$ cat src/servo_out_pkg.sv
/*
  Shared constants for the servo axis output block: APB register map, field
  positions, reset values, integral selector codes and timing counts.
  Assumes a 20 MHz system clock and a 32-bit APB bus.
*/
package servo_out_pkg;

  // Register byte offsets.
  localparam logic [7:0] OFS_CTRL      = 8'h00;
  localparam logic [7:0] OFS_STATUS    = 8'h04;
  localparam logic [7:0] OFS_IRQ_STAT  = 8'h08;
  localparam logic [7:0] OFS_IRQ_MASK  = 8'h0c;
  localparam logic [7:0] OFS_MODE      = 8'h10;
  localparam logic [7:0] OFS_LIMIT     = 8'h14;
  localparam logic [7:0] OFS_DIRECT    = 8'h18;
  localparam logic [7:0] OFS_TARGET    = 8'h1c;
  localparam logic [7:0] OFS_DESIRED   = 8'h20;
  localparam logic [7:0] OFS_ACTUAL    = 8'h24;
  localparam logic [7:0] OFS_KI        = 8'h28;
  localparam logic [7:0] OFS_INTEG     = 8'h2c;
  localparam logic [7:0] OFS_OUTPUT    = 8'h30;

  // Control register fields.
  localparam int CTRL_SOFT_RESET_BIT = 0;

  // Mode register fields.
  localparam int MODE_DIRECT_BIT     = 0;
  localparam int MODE_INTSEL_LSB     = 4;

  // Status and interrupt bit positions.
  localparam int STAT_INIT_DONE_BIT  = 0;
  localparam int STAT_FERR_BIT       = 1;
  localparam int STAT_LIMIT_BIT      = 2;
  localparam int STAT_TRAJ_DONE_BIT  = 3;
  localparam int IRQ_WIDTH           = 4;

  // Integral selector codes.
  typedef enum logic [1:0] {
    integral_always_on       = 2'h0,
    integral_hold_during_move = 2'h1,
    integral_clear_and_hold  = 2'h2
  } integral_option_select_e;

  // Reset values.
  localparam logic [15:0] LIMIT_RESET     = 16'h7fff;
  localparam logic [15:0] FERR_MAX_RESET  = 16'h0400;
  localparam logic [15:0] KI_RESET        = 16'h0000;

  // Timing.
  localparam int CLK_HZ          = 20_000_000;
  localparam int INIT_TIME_US    = 100;
  localparam int INIT_CYCLES     = (INIT_TIME_US * (CLK_HZ / 1_000_000));
  localparam int SERVO_RATE_HZ   = 4000;
  localparam int SERVO_DIV       = CLK_HZ / SERVO_RATE_HZ;

endpackage : servo_out_pkg

$ cat src/quad_counter.sv
/*
  Quadrature encoder counter. Synchronises the A and B pins with three
  flip-flops each and counts edges in 4x mode.
  Assumes A and B are asynchronous to clk and change no faster than clk/4.
*/
module quad_counter
  import servo_out_pkg::*;
#(
  parameter int W = 32
) (
  input  wire logic         clk,
  input  wire logic         sys_rst,
  input  wire logic         encA,
  input  wire logic         encB,
  output logic [W-1:0]      count
);

  logic [2:0] syncA;
  logic [2:0] syncB;
  logic       stableA;
  logic       stableB;

  // Three-stage synchronisers; stage one is read only by stage two.
  always_ff @(posedge clk) begin
    if (sys_rst) begin
      syncA <= 3'h0;
      syncB <= 3'h0;
    end else begin
      syncA <= {syncA[1:0], encA};
      syncB <= {syncB[1:0], encB};
    end
  end

  // A level counts once the second and third stages agree.
  always_ff @(posedge clk) begin
    if (sys_rst) begin
      stableA <= 1'b0;
      stableB <= 1'b0;
    end else begin
      if (syncA[1] == syncA[2]) stableA <= syncA[2];
      if (syncB[1] == syncB[2]) stableB <= syncB[2];
    end
  end

  logic prevA;
  logic prevB;
  wire  edgeSeen = (stableA != prevA) || (stableB != prevB);
  // Forward when the new A differs from the old B.
  wire  countUp  = stableA ^ prevB;

  // Count keeps running in every mode, so position is always readable.
  always_ff @(posedge clk) begin
    if (sys_rst) begin
      prevA <= 1'b0;
      prevB <= 1'b0;
      count <= '0;
    end else begin
      prevA <= stableA;
      prevB <= stableB;
      if (edgeSeen) count <= countUp ? count + W'(1) : count - W'(1);
    end
  end

endmodule : quad_counter

$ cat src/servo_output_integral_control.sv
/*
  Single servo axis output stage: soft reset, init-gated status relay,
  output limiting, direct output mode, encoder readback and three integral
  behaviours, reached over APB.
  Assumes one 20 MHz clock, a synchronous active-high reset and an APB master.
*/
// Design decisions made here: the APB register port and the register offsets.
// Behaviour
// - A software reset command resets the control logic and the axis together.
// - After any reset all tunable settings return to their defaults.
// - The normally open relay stays off until initialization has finished.
// - In closed-loop operation the output magnitude is clamped to the programmable limit, full scale by default.
// - Direct output mode stops the loop and passes the host value to the converter.
// - In direct output mode the encoder keeps counting and stays readable.
// - In direct output mode following-error and limit checks never stop the axis.
// - The trajectory is complete when the desired position equals the target.
// - The always-on setting accumulates the integral during motion and at rest.
// - The hold setting freezes the integral while moving and resumes once trajectory complete is set.
// - The clear setting zeroes and holds the integral at motion start and resumes once trajectory complete is set.
module servo_output_integral_control
  import servo_out_pkg::*;
#(
  parameter int POS_W       = 32,
  parameter int DAC_W       = 16,
  parameter int INIT_COUNT  = INIT_CYCLES,
  parameter int SERVO_COUNT = SERVO_DIV
) (
  input  wire logic              clk,
  input  wire logic              sys_rst,
  input  wire logic              psel,
  input  wire logic              penable,
  input  wire logic              pwrite,
  input  wire logic [7:0]        paddr,
  input  wire logic [31:0]       pwdata,
  output logic      [31:0]       prdata,
  output logic                   pready,
  output logic                   pslverr,
  input  wire logic              encA,
  input  wire logic              encB,
  input  wire logic              limitHit,
  output logic      [DAC_W-1:0]  dacOut,
  output logic                   relayOn,
  output logic                   axisStop,
  output logic                   irq
);

  // Soft reset and combined reset.
  logic softRst;
  wire  axisRst = sys_rst | softRst;

  // Bus decode.
  wire access   = psel & penable;
  wire wrStrobe = access & pwrite;
  wire rdStrobe = access & ~pwrite;
  wire hitCtrl  = (paddr == OFS_CTRL);
  wire hitStat  = (paddr == OFS_STATUS);
  wire hitIrqS  = (paddr == OFS_IRQ_STAT);
  wire hitIrqM  = (paddr == OFS_IRQ_MASK);
  wire hitMode  = (paddr == OFS_MODE);
  wire hitLim   = (paddr == OFS_LIMIT);
  wire hitDir   = (paddr == OFS_DIRECT);
  wire hitTgt   = (paddr == OFS_TARGET);
  wire hitDes   = (paddr == OFS_DESIRED);
  wire hitAct   = (paddr == OFS_ACTUAL);
  wire hitKi    = (paddr == OFS_KI);
  wire hitInt   = (paddr == OFS_INTEG);
  wire hitOut   = (paddr == OFS_OUTPUT);
  wire mapped   = hitCtrl | hitStat | hitIrqS | hitIrqM | hitMode | hitLim | hitDir
                | hitTgt | hitDes | hitAct | hitKi | hitInt | hitOut;

  // Zero-wait slave; unmapped addresses answer with an error.
  assign pready  = 1'b1;
  assign pslverr = access & ~mapped;

  // The soft reset pulse lasts one cycle and clears everything below it except the limit synchroniser and prdata.
  always_ff @(posedge clk) begin
    if (sys_rst) softRst <= 1'b0;
    else         softRst <= wrStrobe & hitCtrl & pwdata[CTRL_SOFT_RESET_BIT];
  end

  // The limit switch is a pin with no relation to clk, so it passes three flops.
  // A level is taken only once stages two and three agree, which costs a few
  // cycles of latency but keeps a metastable sample out of the stop logic.
  logic [2:0] limitSync;
  logic       limitSeen;
  always_ff @(posedge clk) begin
    if (sys_rst) begin
      limitSync <= 3'h0;
      limitSeen <= 1'b0;
    end else begin
      limitSync <= {limitSync[1:0], limitHit};
      if (limitSync[1] == limitSync[2]) limitSeen <= limitSync[2];
    end
  end

  // Tunable settings all return to defaults on either reset.
  logic                    directMode;
  integral_option_select_e intSel;
  logic [15:0]             limitMag;
  logic [15:0]             kiGain;
  logic [DAC_W-1:0]        directValue;
  logic [POS_W-1:0]        targetPos;
  logic [POS_W-1:0]        desiredPos;
  logic [IRQ_WIDTH-1:0]    irqMask;

  always_ff @(posedge clk) begin
    if (axisRst) begin
      directMode  <= 1'b0;
      intSel      <= integral_always_on;
      limitMag    <= LIMIT_RESET;
      kiGain      <= KI_RESET;
      directValue <= '0;
      targetPos   <= '0;
      irqMask     <= '0;
    end else if (wrStrobe) begin
      if (hitMode) begin
        directMode <= pwdata[MODE_DIRECT_BIT];
        intSel     <= integral_option_select_e'(pwdata[MODE_INTSEL_LSB +: 2]);
      end
      if (hitLim) limitMag    <= pwdata[15:0];
      if (hitKi)  kiGain      <= pwdata[15:0];
      if (hitDir) directValue <= pwdata[DAC_W-1:0];
      if (hitTgt) targetPos   <= pwdata[POS_W-1:0];
      if (hitIrqM) irqMask    <= pwdata[IRQ_WIDTH-1:0];
    end
  end

  // Initialization counter gates the relay.
  logic [31:0] initCnt;
  logic        initDone;
  always_ff @(posedge clk) begin
    if (axisRst) begin
      initCnt  <= '0;
      initDone <= 1'b0;
    end else if (!initDone) begin
      initCnt <= initCnt + 32'h1;
      if (initCnt == 32'(INIT_COUNT - 1)) initDone <= 1'b1;
    end
  end
  assign relayOn = initDone;

  // Servo update tick divider.
  logic [31:0] tickCnt;
  logic        servoTick;
  always_ff @(posedge clk) begin
    if (axisRst) begin
      tickCnt   <= '0;
      servoTick <= 1'b0;
    end else begin
      servoTick <= (tickCnt == 32'(SERVO_COUNT - 1));
      tickCnt   <= (tickCnt == 32'(SERVO_COUNT - 1)) ? 32'h0 : tickCnt + 32'h1;
    end
  end

  // Encoder counts in every mode.
  logic [POS_W-1:0] actualPos;
  quad_counter #(
    .W (POS_W)
  ) u_enc (
    .clk     (clk),
    .sys_rst (axisRst),
    .encA    (encA),
    .encB    (encB),
    .count   (actualPos)
  );

  // Trajectory generator steps desired toward target one count per tick.
  wire trajDone = (desiredPos == targetPos);
  always_ff @(posedge clk) begin
    if (axisRst) desiredPos <= '0;
    else if (directMode) desiredPos <= actualPos; // Loop is off; track to avoid a jump later.
    else if (servoTick && !trajDone) begin
      if ($signed(targetPos - desiredPos) > 0) desiredPos <= desiredPos + POS_W'(1);
      else                                     desiredPos <= desiredPos - POS_W'(1);
    end
  end

  // Motion start is the cycle where the trajectory leaves the complete state.
  logic trajDonePrev;
  always_ff @(posedge clk) begin
    if (axisRst) trajDonePrev <= 1'b1;
    else         trajDonePrev <= trajDone;
  end
  wire motionStart = trajDonePrev & ~trajDone;

  // Following error, saturated to 16 bits.
  wire  [POS_W-1:0]  errFull = desiredPos - actualPos;
  wire  signed [15:0] errSat =
    ($signed(errFull) >  $signed(POS_W'(32767)))  ? 16'sh7fff :
    ($signed(errFull) < -$signed(POS_W'(32768)))  ? 16'sh8000 : errFull[15:0];
  wire  ferrHit = (errSat > $signed(FERR_MAX_RESET)) || (errSat < -$signed(FERR_MAX_RESET));

  // Integral accumulator with three behaviours.
  logic signed [31:0] integ;
  wire  signed [31:0] integStep = 32'(errSat) * 32'($signed({1'b0, kiGain[14:0]}));
  always_ff @(posedge clk) begin
    if (axisRst || directMode) integ <= '0;
    else begin
      case (intSel)
        integral_always_on: begin
          if (servoTick) integ <= integ + integStep;
        end
        integral_hold_during_move: begin
          if (servoTick && trajDone) integ <= integ + integStep;
        end
        integral_clear_and_hold: begin
          if (motionStart)                 integ <= '0;
          else if (servoTick && trajDone)  integ <= integ + integStep;
        end
        default: integ <= integ;
      endcase
    end
  end

  // Proportional plus integral command, then clamp to the limit.
  wire signed [31:0] cmdRaw  = 32'(errSat) * 32'sh4 + (integ >>> 8);
  wire signed [31:0] limPos  = 32'($signed({1'b0, limitMag[14:0]}));
  wire signed [31:0] cmdLim  = (cmdRaw > limPos) ? limPos : (cmdRaw < -limPos) ? -limPos : cmdRaw;
  wire [DAC_W-1:0]   next_dac = directMode ? directValue : cmdLim[DAC_W-1:0];

  // Output register updates on each servo tick, or at once in direct mode.
  always_ff @(posedge clk) begin
    if (axisRst)                      dacOut <= '0;
    else if (directMode || servoTick) dacOut <= next_dac;
  end

  // Stop request on errors only in closed-loop operation.
  always_ff @(posedge clk) begin
    if (axisRst) axisStop <= 1'b0;
    else         axisStop <= ~directMode & (ferrHit | limitSeen);
  end

  // Sticky event bits; a new event wins over a clearing write.
  logic [IRQ_WIDTH-1:0] irqStat;
  logic                 initPrev;
  wire  [IRQ_WIDTH-1:0] events;
  assign events[STAT_INIT_DONE_BIT] = initDone & ~initPrev;
  assign events[STAT_FERR_BIT]      = ~directMode & ferrHit;
  assign events[STAT_LIMIT_BIT]     = ~directMode & limitSeen;
  assign events[STAT_TRAJ_DONE_BIT] = trajDone & ~trajDonePrev;
  wire  [IRQ_WIDTH-1:0] clrBits = (wrStrobe & hitIrqS) ? pwdata[IRQ_WIDTH-1:0] : '0;
  always_ff @(posedge clk) begin
    if (axisRst) begin
      irqStat  <= '0;
      initPrev <= 1'b0;
    end else begin
      initPrev <= initDone;
      irqStat  <= (irqStat & ~clrBits) | events;
    end
  end
  assign irq = |(irqStat & irqMask);

  // Live status word.
  wire [31:0] statusWord = {28'h0, trajDone, limitSeen, ferrHit, initDone};

  // Read mux, registered output.
  wire [31:0] next_rdata =
      hitStat ? statusWord :
      hitIrqS ? {28'h0, irqStat} :
      hitIrqM ? {28'h0, irqMask} :
      hitMode ? {26'h0, intSel, 3'h0, directMode} :
      hitLim  ? {16'h0, limitMag} :
      hitDir  ? 32'(directValue) :
      hitTgt  ? 32'(targetPos) :
      hitDes  ? 32'(desiredPos) :
      hitAct  ? 32'(actualPos) :
      hitKi   ? {16'h0, kiGain} :
      hitInt  ? integ :
      hitOut  ? 32'(dacOut) : 32'h0;
  always_ff @(posedge clk) begin
    if (sys_rst)                          prdata <= 32'h0;
    else if (psel & ~penable & ~pwrite)   prdata <= next_rdata;
  end

endmodule : servo_output_integral_control

$ cat config.mk
export PLATFORM = sky130hd
export DESIGN_NAME = servo_output_integral_control
export DESIGN_NICKNAME = d
export VERILOG_FILES = /design/src/servo_out_pkg.sv /design/src/quad_counter.sv /design/src/servo_output_integral_control.sv
export SDC_FILE = /design/constraint.sdc
export NUM_CORES = 2
export LEC_CHECK = 0
export ABC_AREA = 1
export BUFFER_PORTS_ARGS = -buffer_cell sky130_fd_sc_hd__buf_2
export CAP_MARGIN = 10
export CELL_PAD_IN_SITES_DETAIL_PLACEMENT = 2
export CELL_PAD_IN_SITES_GLOBAL_PLACEMENT = 2
export CORE_MARGIN = 4
export CORE_UTILIZATION = 31
export CTS_BUF_LIST = sky130_fd_sc_hd__clkbuf_8
export DETAILED_ROUTE_END_ITERATION = 12
export GPL_ROUTABILITY_DRIVEN = 0
export HOLD_SLACK_MARGIN = 0.08
export PLACE_DENSITY = 0.82
export SYNTH_ARGS = -nofsm -noshare
export SYNTH_HDL_FRONTEND = slang
export SYNTH_HIERARCHICAL = 1
export SYNTH_SLANG_ARGS = --single-unit
$ cat constraint.sdc
create_clock -name clk -period 23 [get_ports clk]
set_input_delay 2.3 -clock clk [delete_from_list [all_inputs] [get_ports clk]]
set_output_delay 2.3 -clock clk [all_outputs]
set_load 0.03 [all_outputs]
==> results by group <==
Pwr
  – Comb power frac: 0.287
  – Total power: 1.76 mW
  – Clock power share: 0.395
  – Sequential group share of total power: 0.318
  – PD cells: 44.4 nW/um2
  – Leakage: 19.5 nW
  – Internal: 1.06 mW
  – Net Sw Frac: 0.396
  – Peak VDD IR: 0.0386 mV
  – Switch Pwr: 0.698 mW

Synth
  – Largest area contributor in the netlist: dfxtp_1
  – Post-Syn Area: 36200 um2
  – Synth Register Bits: 319
  – Share of flip-flops with an asynchronous set or reset: 0
  – Yosys top cell area share: 0.176
  – Mapped Cells: 5375
  – YS warnings: 6
  – Synth Net Count: 5956
  – Top cells by area, synth: dfxtp_1, fa_1, nand2_1
  – Main synth FF type: dfxtp_1
  – Number of synthesized flops with an enable pin: 0
  – Yosys cell types: 73
  – Sequential share of the synthesized area: 0.176
  – Avg Inst Size Synth: 6.74 um2

Final layout
  – Multi-input gate area: 25100 um2
  – Final Instance Count excl. Fillers: 7009
  – FF+latch area: 6390 um2
  – # fillers: 14100
  – Core Util, Final: 0.342
  – Area grow syn2layout: 9.67%
  – Commonest non-fill, non-tap cell in the layout: nand2_1
  – Nets@finish: 6011
  – Most frequent cells in the layout: nand2_1, inv_1, nor2_1
  – Final instance area: 39700 um2
  – Share of post-route cells with drive strength above 1: 0.0743

Critical path
  – Reg-to-Reg End: integ[26]
  – Worst R2R Path Depth: 40
  – Crit Path Max Fanout: 16
  – WP data required: 23640 ps
  – Max stage delay on crit path: 610 ps
  – Crit path top cell by count: nand2_1
  – CP Capture Type: flip-flop
  – Crit Path Class: flip-flop to flip-flop
  – FF-to-FF setup slack: 13060 ps
  – CP arrival: 10580 ps
  – CP max-delay cell: nand2_1
  – Critical R2R Launch: desiredPos[0]
  – Critical path launch point type: flip-flop

CTS
  – TritonCTS Buffers: 72
  – Clock buffer depth: 3
  – H-tree Lvls: 3
  – Clock slew at reported path FFs: 60 ps
  – CTS Root Cell: clkbuf_8
  – Hold buffers post-CTS: 0
  – # Post-CTS Setup Buffers: 0
  – # resized after CTS: 0
  – TritonCTS clock tree: done
  – Clock Latency Late Sink: 770 ps
  – Clock sink count: 319

Timing
  – Worst-Margin Slew: 1100 ps
  – Rel. slew slack: 0.269
  – Setup TNS: 0 ps
  – Clk_skew: 64.0 ps
  – Max-slew violations: 0
  – Final Hold Viols: 0
  – RSZ-0062 raised after global routing: false
  – Final setup violation count: 0
  – Final period util: 0.432
  – Fmax: 101 MHz
  – Final critical-path required period: 9940 ps

GRT
  – Initial antenna violation count: 9
  – Gr usage total: 0.276
  – First-pass GRT wire length: 258000 um
  – Largest net degree at the start of global routing: 84
  – GRT Residual Overflow: 0
  – Number of global-route vias before repair: 41300

Placement
  – Placed inst area: 38200 um2
  – Placed Cells incl. Taps: 6876
  – Buffers on Ports: 99
  – Hpwl dp: 140000 um

Routing
  – Routed vias: 38400
  – Initial DRC count: 2969
  – Routed wire length: 173000 um
  – Drt pass-1 iters: 6
  – Number of routed nets with antenna violations: 0
  – Post-DR wirelength/cell: 24.7 um
  – Post-route DRC violation count: 0
  – Via density: 5.47

Outcome
  – Status: complete, no violations

Floorplan
  – # IOs: 101
  – Die height: 350 um
  – Die width: 350 um
  – Row cnt: 125
  – CORE AREA: 116000 um2
  – Starting Density: 0.312
  – Die area: 122000 um2

Run
  – Max cap viols: 0

Worst hold path
  – Worst hold path endpoint: u_enc/syncA[1]
  – Hold Path Class: flip-flop to flip-flop
  – Hold Crit Start: u_enc/syncA[0]
  – Hold path cells: 2
how the worst max path moves through the flow:
stage                    start        end  slack, ps  cells past startpoint
2_1_floorplan    desiredPos[0]  integ[29]      15370                     42
3_3_place_gp   u_enc/count[11]  integ[29]      13500                     39
3_5_place_dp   u_enc/count[10]  integ[26]      13120                     41
4_1_cts          desiredPos[0]  integ[26]      13130                     40
5_1_grt        u_enc/count[23]  integ[26]      12470                     40
6_report         desiredPos[0]  integ[26]      13060                     40
registers in the layout (all words and copies together), names as in the netlist, 16 cells and up:
signal,flops
kiGain,16
integ,32
directValue,16
u_enc/count,32
desiredPos,32
tickCnt,32
targetPos,32
prdata,32
initCnt,32
dacOut,16
limitMag,16
power by group through the flow:
| stage | Clock, mW | Combinational [mW] | Sequential, mW |
|---|---|---|---|
| after floorplan | 0 | 0.338 | 0.571 |
| after global placement | 0 | 0.466 | 0.571 |
| after detailed placement | 0 | 0.492 | 0.571 |
| after CTS | 0.713 | 0.496 | 0.560 |
| after global routing | 0.736 | 0.555 | 0.560 |
| final | 0.696 | 0.506 | 0.560 |
per-stage QoR:
step	worst slack, ps	hold slack [ps]
global route	12470	422
CTS	13130	409
floorplan	15370	388
detailed placement	13120	399
global placement	13500	394
finish	13060	407
synth_stat cells, types with 8 or more instances:
master,count
o21ai_1,13
a211oi_1,11
nand4_1,36
fa_1,279
ha_1,254
buf_1,19
a41oi_1,20
nor2_4,8
dfxtp_1,319
clkbuf_1,113
o211ai_1,52
inv_1,1043
nor2_1,478
a31oi_1,21
o221ai_1,34
nor2_2,20
xnor2_1,45
nor3_1,76
a22oi_1,15
o22ai_1,15
o21ai_0,294
a221oi_1,15
nor3_2,8
nor4_1,29
o21a_1,13
o2111ai_1,9
a21oi_1,428
o21bai_1,22
a21o_1,9
nand3_1,222
inv_2,16
xor2_1,91
buf_6,11
nand2_2,64
clkinv_1,14
nand2_1,1149
routing by layer:
metal,vias up,global-route usage,share of wire,wire [um]
met2,1225,0.457,0.46,80200
met4,2,0.134,0.055,9510
met5,-,0,0.000075,13
met1,19600,0.354,0.42,73100
li1,17200,-,-,-
met3,336,0.0364,0.060,10300
worst max-delay path: cells and delay by family, from the launching register on:
kind,cells,cell delay [ps]
adder cells (fa/ha/maj),9,4180
AO/OA/AOI/OAI,8,2140
AND/OR/NAND/NOR,16,2110
buffers and inverters,7,930
flip-flops,1,450
cell type report:
type | count | share of cell area
clock buffers | 85 | 0.0295
repair buffers | 134 | 0.0202
clock inverters | 40 | 0.00756
flip-flops and latches | 319 | 0.161
multi-input cells | 3829 | 0.632
inverters | 1074 | 0.102
diodes | 4 | 0.000252
well taps | 1524 | 0.0480
cell families after synthesis:
kind of cell | count (synthesis) | synth area share
adders and majority gates | 533 | 0.242
AOI/OAI and AO/OA | 1009 | 0.161
and+or+nand+nor | 2143 | 0.253
DFF | 319 | 0.176
other | 1 | 0.000104
muxes | 4 | 0.00124
xor gates and xnor gates | 139 | 0.0349
buffers and inverters | 1227 | 0.131
Power figures use the tool's default switching activity.
